**src/pkg/evcu_pkg.sv**
```systemverilog
package evcu_pkg;

  // ----------------------------------------------------------------
  // Vector offsets
  // ----------------------------------------------------------------
  localparam logic [19:0] VEC_RESERVED = 20'h0_0000;
  localparam logic [19:0] VEC_SYS_RESET = 20'h0_0100;
  localparam logic [19:0] VEC_MACH_CHECK = 20'h0_0200;
  localparam logic [19:0] VEC_DATA_FAULT = 20'h0_0300;
  localparam logic [19:0] VEC_FETCH_FAULT = 20'h0_0400;
  localparam logic [19:0] VEC_EXT_IRQ = 20'h0_0500;
  localparam logic [19:0] VEC_ALIGN = 20'h0_0600;

  // ----------------------------------------------------------------
  // Register byte addresses
  // ----------------------------------------------------------------
  localparam logic [7:0] ADDR_CTRL = 8'h00;
  localparam logic [7:0] ADDR_CAUSE = 8'h04;
  localparam logic [7:0] ADDR_VECTOR = 8'h08;
  localparam logic [7:0] ADDR_SAVE_ADDR = 8'h0C;
  localparam logic [7:0] ADDR_SAVE_STATE = 8'h10;
  localparam logic [7:0] ADDR_IRQ_STATUS = 8'h14;
  localparam logic [7:0] ADDR_IRQ_ENABLE = 8'h18;
  localparam logic [7:0] ADDR_IRQ_CLEAR = 8'h1C;

  // ----------------------------------------------------------------
  // Field positions
  // ----------------------------------------------------------------
  localparam int CTRL_EXT_IRQ_EN = 0;
  localparam int CTRL_EXT_ACC_EN = 1;
  localparam int CTRL_LITTLE_END = 2;
  localparam int CAUSE_NO_XLATE = 0;
  localparam int CAUSE_PROTECT = 1;
  localparam int CAUSE_DIRECT_STORE = 2;
  localparam int CAUSE_STORE = 3;
  localparam int CAUSE_EXT_ACC_OFF = 4;
  localparam int NUM_EXC = 6;

  // ----------------------------------------------------------------
  // Reset values and AXI responses
  // ----------------------------------------------------------------
  localparam logic [2:0] CTRL_RESET = 3'h0;
  localparam logic [1:0] RESP_OKAY = 2'h0;
  localparam logic [1:0] RESP_SLVERR = 2'h2;

  typedef enum logic [2:0] {
    EXC_NONE = 3'b000,
    EXC_RESET = 3'b001,
    EXC_MCHK = 3'b010,
    EXC_DFAULT = 3'b011,
    EXC_FFAULT = 3'b100,
    EXC_EXTIRQ = 3'b101,
    EXC_ALIGN = 3'b110
  } evcu_exc_e;

  // Vector offset for a selected exception; none maps to the reserved one
  function automatic logic [19:0] evcu_vector(input evcu_exc_e e);
    unique case (e)
      EXC_RESET: evcu_vector = VEC_SYS_RESET;
      EXC_MCHK: evcu_vector = VEC_MACH_CHECK;
      EXC_DFAULT: evcu_vector = VEC_DATA_FAULT;
      EXC_FFAULT: evcu_vector = VEC_FETCH_FAULT;
      EXC_EXTIRQ: evcu_vector = VEC_EXT_IRQ;
      EXC_ALIGN: evcu_vector = VEC_ALIGN;
      default: evcu_vector = VEC_RESERVED;
    endcase
  endfunction

endpackage

```
**src/logic/evcu_top.sv**
```systemverilog
// The AXI4-Lite slave port and the register offsets were chosen for this implementation.
`timescale 1ns/10ps
// Operation
// RULE1 - Soft or hard reset pin: reset at 00100.
// RULE2 - Data bus error, machine check or parity: 00200.
// RULE3 - Data fault at 00300; cause bit when untranslated.
// RULE4 - Cause bit when protection refuses access.
// RULE5 - Cause bit: external word write-through, direct-store.
// RULE6 - Direction bit set for store, clear for load.
// RULE7 - Cause bit: external word with access enable clear.
// RULE8 - Untranslatable fetch: fault at 00400.
// RULE9 - Keys and page protection deny read: fetch fault.
// RULE10 - Enabled interrupt with pin high: 00500.
// RULE11 - Floating load/store not word aligned: 00600.
// RULE12 - Unaligned multiple, reserve, conditional: align.
// RULE13 - Little-endian unaligned single access: align.
// RULE14 - Little-endian multiple or string: align.
// RULE15 - Cache zero, write-through or inhibited: align.
// RULE16 - Maskable interrupt waits for completion or idle.
// RULE17 - Exception saves both save registers, vectors.
// RULE18 - Vector offset zero never selected.
// RULE19 - One at a time; reset, machine check first.
module evcu_top
  import evcu_pkg::*;
(
  input wire logic aclk, // Core clock
  input wire logic aresetn, // Synchronous reset, active low

  input wire logic [7:0] s_axi_awaddr, // Write address
  input wire logic s_axi_awvalid, // Write address valid
  output logic s_axi_awready, // Write address ready
  input wire logic [31:0] s_axi_wdata, // Write data
  input wire logic [3:0] s_axi_wstrb, // Write strobes
  input wire logic s_axi_wvalid, // Write data valid
  output logic s_axi_wready, // Write data ready
  output logic [1:0] s_axi_bresp, // Write response
  output logic s_axi_bvalid, // Write response valid
  input wire logic s_axi_bready, // Write response ready

  input wire logic [7:0] s_axi_araddr, // Read address
  input wire logic s_axi_arvalid, // Read address valid
  output logic s_axi_arready, // Read address ready
  output logic [31:0] s_axi_rdata, // Read data
  output logic [1:0] s_axi_rresp, // Read response
  output logic s_axi_rvalid, // Read data valid
  input wire logic s_axi_rready, // Read data ready

  input wire logic soft_reset_input, // Soft reset pin, high active
  input wire logic hard_reset_input, // Hard reset pin, high active
  input wire logic transfer_error_ack, // Bus transfer error pin
  input wire logic machine_check_input, // Machine check pin
  input wire logic ext_irq_input, // External interrupt pin
  input wire logic data_bus_active, // Data bus transaction in progress
  input wire logic parity_error, // Address or data parity error

  input wire logic [31:0] cur_pc, // Address of next instruction
  input wire logic [31:0] cur_msr, // Processor state to save

  input wire logic instr_busy, // Instructions in execution units
  input wire logic instr_complete, // Instruction completes this cycle

  input wire logic mem_access, // Data access checked this cycle
  input wire logic mem_is_store, // Access is a store
  input wire logic xlate_miss, // No page group or block translation
  input wire logic protect_fault, // Page or block protection refused
  input wire logic ext_word_op, // External control word instruction
  input wire logic target_write_thru, // Target marked write-through
  input wire logic direct_store_seg, // Load/store hits direct-store segment

  input wire logic fetch_req, // Instruction fetch this cycle
  input wire logic fetch_xlate_miss, // Fetch address untranslatable
  input wire logic supervisor_key, // Segment supervisor key
  input wire logic user_key, // Segment user key
  input wire logic [1:0] page_protect_bits, // Page protection bits
  input wire logic in_supervisor, // Fetch made in supervisor state

  input wire logic fp_ldst, // Floating-point load or store
  input wire logic multi_or_resv, // Multiple, reserve or conditional word
  input wire logic single_ldst, // Single-register load or store
  input wire logic string_op, // String instruction
  input wire logic cache_zero_op, // Cache block zero instruction
  input wire logic cache_inhibited, // Target caching inhibited
  input wire logic [1:0] ea_low, // Low operand address bits
  input wire logic [1:0] operand_size, // 0 byte, 1 half, 2 word, 3 double

  output logic exc_take, // Exception taken, high for the one cycle after each selection
  output logic [19:0] vector_offset, // Offset of the taken vector
  output logic [31:0] save_restore_addr_reg, // Saved return address
  output logic [31:0] save_restore_state_reg, // Saved processor state
  output logic irq // Level interrupt to system
);

  // ----------------------------------------------------------------
  // State
  // ----------------------------------------------------------------
  typedef struct packed {
    logic [1:0] hr_sync;
    logic [1:0] sr_sync;
    logic [1:0] tea_sync;
    logic [1:0] mc_sync;
    logic [1:0] int_sync;
    logic [1:0] par_sync;

    logic ext_pend;
    logic take;

    logic [19:0] vec;
    logic [31:0] srr_addr;
    logic [31:0] srr_state;

    logic [4:0] cause;
    logic [2:0] ctrl;
    logic [NUM_EXC-1:0] status;
    logic [NUM_EXC-1:0] enable;

    logic aw_held;
    logic [7:0] aw_addr;
    logic w_held;
    logic [31:0] w_data;
    logic [3:0] w_strb;

    logic bvalid;
    logic [1:0] bresp;
    logic rvalid;
    logic [31:0] rdata;
    logic [1:0] rresp;
  } evcu_state_s;

  evcu_state_s st;
  evcu_state_s next_st;

  // Alignment check: operand must sit on a boundary of its own size, at most a word boundary for a double
  function automatic logic misaligned(input logic [1:0] a,
                                      input logic [1:0] sz);
    unique case (sz)
      2'd0: misaligned = 1'b0;
      2'd1: misaligned = a[0];
      default: misaligned = |a;
    endcase
  endfunction

  // Read permission from keys and protection bits
  function automatic logic read_denied(input logic key,
                                       input logic [1:0] pp);
    read_denied = key & (pp == 2'b00);
  endfunction

  // ----------------------------------------------------------------
  // Condition decode
  // ----------------------------------------------------------------
  logic le_mode;
  logic cond_reset;
  logic cond_mchk;
  logic cond_dfault;
  logic cond_ffault;
  logic cond_align;
  logic cond_ext;

  logic active_key;
  evcu_exc_e sel;

  // Raw conditions per exception; pins read after two stages, the interrupt pin after three (ext_pend), data_bus_active directly
  always_comb begin
    le_mode = st.ctrl[CTRL_LITTLE_END];
    active_key = in_supervisor ? supervisor_key : user_key;
    cond_reset = st.hr_sync[1] | st.sr_sync[1]; // [RULE1]

    cond_mchk = (st.tea_sync[1] & data_bus_active) | st.mc_sync[1]
                | st.par_sync[1]; // [RULE2]

    cond_dfault = mem_access & (xlate_miss | protect_fault
                  | (ext_word_op & target_write_thru)
                  | (~ext_word_op & direct_store_seg)
                  | (ext_word_op & ~st.ctrl[CTRL_EXT_ACC_EN])); // [RULE3]

    cond_ffault = fetch_req & (fetch_xlate_miss // [RULE8]
                  | read_denied(active_key, page_protect_bits)); // [RULE9]

    cond_align = (fp_ldst & misaligned(ea_low, 2'd2)) // [RULE11]
                 | (multi_or_resv & (|ea_low)) // [RULE12]
                 | (le_mode & single_ldst
                    & misaligned(ea_low, operand_size)) // [RULE13]
                 | (le_mode & (multi_or_resv | string_op)) // [RULE14]
                 | (cache_zero_op
                    & (target_write_thru | cache_inhibited)); // [RULE15]

    // Maskable interrupt only at an instruction boundary or when idle
    cond_ext = st.ext_pend & st.ctrl[CTRL_EXT_IRQ_EN]
               & (instr_complete | ~instr_busy); // [RULE10] [RULE16]
  end

  // Fixed priority, a single winner per cycle
  always_comb begin
    if (cond_reset) begin // [RULE19]
      sel = EXC_RESET;
    end else if (cond_mchk) begin
      sel = EXC_MCHK;
    end else if (cond_dfault) begin
      sel = EXC_DFAULT;
    end else if (cond_ffault) begin
      sel = EXC_FFAULT;
    end else if (cond_align) begin
      sel = EXC_ALIGN;
    end else if (cond_ext) begin
      sel = EXC_EXTIRQ;
    end else begin
      sel = EXC_NONE;
    end
  end

  // ----------------------------------------------------------------
  // Bus decode helpers
  // ----------------------------------------------------------------
  logic wr_fire;
  logic rd_fire;
  logic [31:0] rd_val;
  logic rd_ok;

  logic [NUM_EXC-1:0] clr_mask;
  logic [NUM_EXC-1:0] evt;

  // Read mux and write strobe timing
  always_comb begin
    wr_fire = st.aw_held & st.w_held & ~st.bvalid;
    rd_fire = s_axi_arvalid & ~st.rvalid;

    rd_ok = 1'b1;
    rd_val = 32'h0000_0000;

    unique case (s_axi_araddr)
      ADDR_CTRL: rd_val = {29'h0, st.ctrl};
      ADDR_CAUSE: rd_val = {27'h0, st.cause};
      ADDR_VECTOR: rd_val = {12'h000, st.vec};
      ADDR_SAVE_ADDR: rd_val = st.srr_addr;
      ADDR_SAVE_STATE: rd_val = st.srr_state;
      ADDR_IRQ_STATUS: rd_val = {26'h0, st.status};
      ADDR_IRQ_ENABLE: rd_val = {26'h0, st.enable};
      ADDR_IRQ_CLEAR: rd_val = 32'h0000_0000;
      default: rd_ok = 1'b0;
    endcase

    clr_mask = '0;
    if (wr_fire && st.aw_addr == ADDR_IRQ_CLEAR && st.w_strb[0]) begin
      clr_mask = st.w_data[NUM_EXC-1:0];
    end

    evt = '0;
    if (sel != EXC_NONE) begin
      evt[3'(sel) - 3'd1] = 1'b1;
    end
  end

  // ----------------------------------------------------------------
  // Next state
  // ----------------------------------------------------------------
  always_comb begin
    next_st = st;
    next_st.hr_sync = {st.hr_sync[0], hard_reset_input};
    next_st.sr_sync = {st.sr_sync[0], soft_reset_input};
    next_st.tea_sync = {st.tea_sync[0], transfer_error_ack};
    next_st.mc_sync = {st.mc_sync[0], machine_check_input};
    next_st.int_sync = {st.int_sync[0], ext_irq_input};
    next_st.par_sync = {st.par_sync[0], parity_error};

    // Interrupt request follows the level of its pin
    next_st.ext_pend = st.int_sync[1];

    next_st.take = sel != EXC_NONE;
    if (sel != EXC_NONE) begin
      next_st.vec = evcu_vector(sel); // [RULE17] [RULE18]
      next_st.srr_addr = cur_pc; // [RULE17]
      next_st.srr_state = cur_msr;
    end

    if (sel == EXC_DFAULT) begin
      next_st.cause[CAUSE_NO_XLATE] = xlate_miss; // [RULE3]
      next_st.cause[CAUSE_PROTECT] = protect_fault; // [RULE4]
      next_st.cause[CAUSE_DIRECT_STORE] =
        (ext_word_op & target_write_thru)
        | (~ext_word_op & direct_store_seg); // [RULE5]
      next_st.cause[CAUSE_STORE] = mem_is_store; // [RULE6]
      next_st.cause[CAUSE_EXT_ACC_OFF] =
        ext_word_op & ~st.ctrl[CTRL_EXT_ACC_EN]; // [RULE7]
    end

    // Sticky status: a new event wins over a clear in the same cycle
    next_st.status = (st.status & ~clr_mask) | evt;

    // Write address and data accepted in either order
    if (s_axi_awvalid && !st.aw_held) begin
      next_st.aw_held = 1'b1;
      next_st.aw_addr = s_axi_awaddr;
    end

    if (s_axi_wvalid && !st.w_held) begin
      next_st.w_held = 1'b1;
      next_st.w_data = s_axi_wdata;
      next_st.w_strb = s_axi_wstrb;
    end

    if (wr_fire) begin
      next_st.aw_held = 1'b0;
      next_st.w_held = 1'b0;
      next_st.bvalid = 1'b1;
      next_st.bresp = RESP_OKAY;
      unique case (st.aw_addr)
        ADDR_CTRL: begin
          if (st.w_strb[0]) begin
            next_st.ctrl = st.w_data[2:0];
          end
        end
        ADDR_IRQ_ENABLE: begin
          if (st.w_strb[0]) begin
            next_st.enable = st.w_data[NUM_EXC-1:0];
          end
        end
        ADDR_CAUSE, ADDR_VECTOR, ADDR_SAVE_ADDR, ADDR_SAVE_STATE,
        ADDR_IRQ_STATUS, ADDR_IRQ_CLEAR: begin
          next_st.bresp = RESP_OKAY;
        end
        default: next_st.bresp = RESP_SLVERR;
      endcase
    end

    if (st.bvalid && s_axi_bready) begin
      next_st.bvalid = 1'b0;
    end

    if (rd_fire) begin
      next_st.rvalid = 1'b1;
      next_st.rdata = rd_val;
      next_st.rresp = rd_ok ? RESP_OKAY : RESP_SLVERR;
    end else if (st.rvalid && s_axi_rready) begin
      next_st.rvalid = 1'b0;
    end
  end

  // ----------------------------------------------------------------
  // Registers
  // ----------------------------------------------------------------
  always_ff @(posedge aclk) begin
    if (!aresetn) begin
      st <= '0;
      st.ctrl <= CTRL_RESET;
      st.bresp <= RESP_OKAY;
      st.rresp <= RESP_OKAY;
    end else begin
      st <= next_st;
    end
  end

  // ----------------------------------------------------------------
  // Outputs
  // ----------------------------------------------------------------
  assign s_axi_awready = ~st.aw_held;
  assign s_axi_wready = ~st.w_held;
  assign s_axi_bvalid = st.bvalid;
  assign s_axi_bresp = st.bresp;

  assign s_axi_arready = ~st.rvalid;
  assign s_axi_rvalid = st.rvalid;
  assign s_axi_rdata = st.rdata;
  assign s_axi_rresp = st.rresp;

  assign exc_take = st.take;
  assign vector_offset = st.vec;
  assign save_restore_addr_reg = st.srr_addr;
  assign save_restore_state_reg = st.srr_state;
  // Interrupt high while any enabled sticky bit is set
  assign irq = |(st.status & st.enable);

endmodule

```
**config.mk**
```make
export PLATFORM = sky130hd
export DESIGN_NAME = evcu_top
export DESIGN_NICKNAME = d
export VERILOG_FILES = /design/src/pkg/evcu_pkg.sv /design/src/logic/evcu_top.sv
export SDC_FILE = /design/constraint.sdc
export NUM_CORES = 1
export LEC_CHECK = 0
export BUFFER_PORTS_ARGS = -buffer_cell sky130_fd_sc_hd__buf_2
export CORE_MARGIN = 2
export CORE_UTILIZATION = 49
export CTS_CLUSTER_DIAMETER = 100
export DETAILED_ROUTE_END_ITERATION = 8
export MAX_ROUTING_LAYER = met4
export PLACE_DENSITY = 0.86
export RECOVER_POWER = 50
export SKIP_CTS_REPAIR_TIMING = 1
export SYNTH_ARGS = -nofsm -noshare
export SYNTH_HDL_FRONTEND = slang
export SYNTH_SLANG_ARGS = --single-unit
```
**constraint.sdc**
```tcl
create_clock -name aclk -period 3.5 [get_ports aclk]
set_input_delay 0.7 -clock aclk [delete_from_list [all_inputs] [get_ports aclk]]
set_output_delay 0.7 -clock aclk [all_outputs]
set_load 0.02 [all_outputs]
```
==> reports/summary.txt <==
CTS tree: done
final hold slack: 0.4268 ns
largest net degree at the start of global routing: 76
Req. time, crit path: 3.85 ns
post-synth cell types: 51
clock skew: 0.006875 ns
Final TNS setup: 0 ns
Root Buffer: clkbuf_16
post-layout util: 0.5720
Mapped Area: 0.007357 sq mm
met2 WL post-DR: 8576 um
global route total overflow: 0
gr usage total: 0.2191
starting density of the core: 0.5043
port buffer count: 234
die area: 0.01601 sq mm
Pleak: 3.406 nW
Syn Inst Count: 763
failing checks: max-capacitance violations, max-slew violations
final hold violations: 0
drt first pass iters: 4
Tmin final: 2.933 ns
RSZ-0062 raised after global routing: no
crit start category: input pin
IO Count: 283
Final setup violation count: 0
Setup WS pre-CTS: 0.2369 ns
# diodes: 0
Worst IR Drop VDD: 0.3397 mV
Post-synth EDFFs: 0
layout cell share with drive strength beyond 1: 0.2235
max layer used: met4
synth warn: 0
CP Capture Type: register
clock slew seen by the registers of the worst setup and hold paths: 0.06 ns
Power Dens Cells: 536.6 mW/mm^2
first-pass GRT wire length: 26,880 um
max reg flops: 42
Placer Congestion: 0.8531
antenna violations before repair: 0
drt total wl: 17,190 um
Slew @ Worst Pin: 2.062 ns
Slew HR: -0.3748
vias after detailed routing: 5,547
vias per cell: 5.141
sequential share of the synthesized area: 0.4190
outcome: finished, violations left
Worst Setup Slack, final: 0.5668 ns
chip height: 126.5 um
Area Overhead vs Synth: 13.42%
fin crit share: 0.8380
Clock Path Buffers: 2
worst-skew pair later-pin latency: 0.42 ns
kind of critical path: in -> reg
clk sink count: 154
FFs w/ async S/R, synth: 0
Synth Register Bits: 154
Metal-1 WL: 7058 um
Max Cap Viol: 1
Slew Viols, Final: 60
vias in the first global route: 5,360
highest clock rate: 340.9 MHz
top_reg_cell synth: dfxtp_1
Tightest Hold Check Type: reg -> reg
row cnt: 44
routed len/inst: 15.93 um
H-tree levels: 4
power consumption: 0.004477 W
nets: 1,044
Die Wd: 126.5 um
dpl hpwl: 12,180 um
CP max FO: 75
# DRC: 0
Synth Area per Inst: 9.642 sq um
metal3 WL: 1008 um
Post-DRT Antenna Nets: 0
DR iter-0 viols: 239
CTS Buf Count: 17
Worst EP arrival: 3.28 ns
Biggest register: st
Core Area: 0.01459 sq mm
critical path, cell delays in order:
cell and delay (ns):
buf_4 0.49, clkbuf_1 1.52, o21ai_0 0.33, nor2_1 0.16
power by group:
part / total, W / internal, W / switching, W
clock: 0.00192 / 0.00117 / 0.000750
combinational: 0.000613 / 0.000258 / 0.000354
sequential: 0.00195 / 0.00186 / 0.0000882
total: 0.00448 / 0.00328 / 0.00119
layer usage:
metal	up-vias	global-route usage
li1	2716	-
met1	2597	0.2428
met2	190	0.3690
met3	44	0.06116
met4	0	0.09502
met5	-	-
metrics by stage:
stage	cell area, sq um	cells
4_1_cts	8471	1079
5_1_grt	8344	1079
2_1_floorplan	7425	781
3_3_place_gp	7854	1047
6_report	8344	1079
3_5_place_dp	7854	1047
worst paths after layout:
check / from / to / slack, ns / depth (start not counted)
worst min register to register: next_st[191] / st[191] / 0.43 / 1
worst max-delay path: aresetn / st[83] / 0.57 / 4
worst max register to register: st[97] / vector_offset[8] / 0.76 / 11
worst min-delay path: next_st[191] / st[191] / 0.43 / 1
placed cells by master (no fill, tap or decap), drive strengths merged, types with 3 or more instances in the layout:
master,n
a32o,7
dfxtp,154
clkbuf,119
ha,6
a22o,5
mux2i,102
and2,15
a21boi,4
bufinv,3
buf,143
nand2,58
a221oi,3
nand3,4
nor2b,96
inv,12
a22oi,30
a21oi,12
o211a,3
or2,4
o21ai,38
conb,19
mux2,4
nor2,16
nor3b,5
clkinv,4
kinds of logic (layout without fill, tap and decap cells):
family          Yosys count  after routing  synth area share
flops                   154            154            0.4190
compound gates          119            119            0.1146
other cells               1             19         0.0005097
fa+ha+maj                 6              6           0.01020
simple gates            209            209            0.1614
mux                     106            106            0.1449
buf+inv                 168            282            0.1493
Yosys cell counts, types with 2 or more instances:
| master | number | area share |
|---|---|---|
| a211oi_1 | 2 | 0.0020 |
| a21boi_0 | 4 | 0.0041 |
| a21oi_1 | 12 | 0.0082 |
| a221oi_1 | 3 | 0.0036 |
| a22o_1 | 5 | 0.0060 |
| a22oi_1 | 30 | 0.031 |
| a32o_1 | 7 | 0.0095 |
| a41o_2 | 2 | 0.0031 |
| and2_1 | 14 | 0.012 |
| buf_2 | 11 | 0.0075 |
| buf_4 | 121 | 0.12 |
| clkbuf_1 | 27 | 0.014 |
| dfxtp_1 | 154 | 0.42 |
| ha_1 | 6 | 0.010 |
| inv_1 | 8 | 0.0041 |
| mux2_2 | 4 | 0.0061 |
| mux2i_1 | 102 | 0.14 |
| nand2_1 | 57 | 0.029 |
| nand3_1 | 3 | 0.0020 |
| nor2_1 | 16 | 0.0082 |
| nor2b_1 | 96 | 0.082 |
| nor3b_1 | 5 | 0.0051 |
| nor4_4 | 2 | 0.0058 |
| o211a_1 | 3 | 0.0041 |
| o211ai_1 | 2 | 0.0020 |
| o21a_1 | 2 | 0.0020 |
| o21ai_0 | 38 | 0.026 |
| or2_2 | 4 | 0.0034 |
layout make-up:
type	count	area (sq um)
fillers	1310	6245
multi-input cells	459	3264
flip-flops and latches	154	3083
repair buffers	242	1120
clock buffers	20	456.7
well taps	184	230.2
clock inverters	12	160.2
inverters	8	30.03
Note: power is estimated with default switching activity, not from simulation.
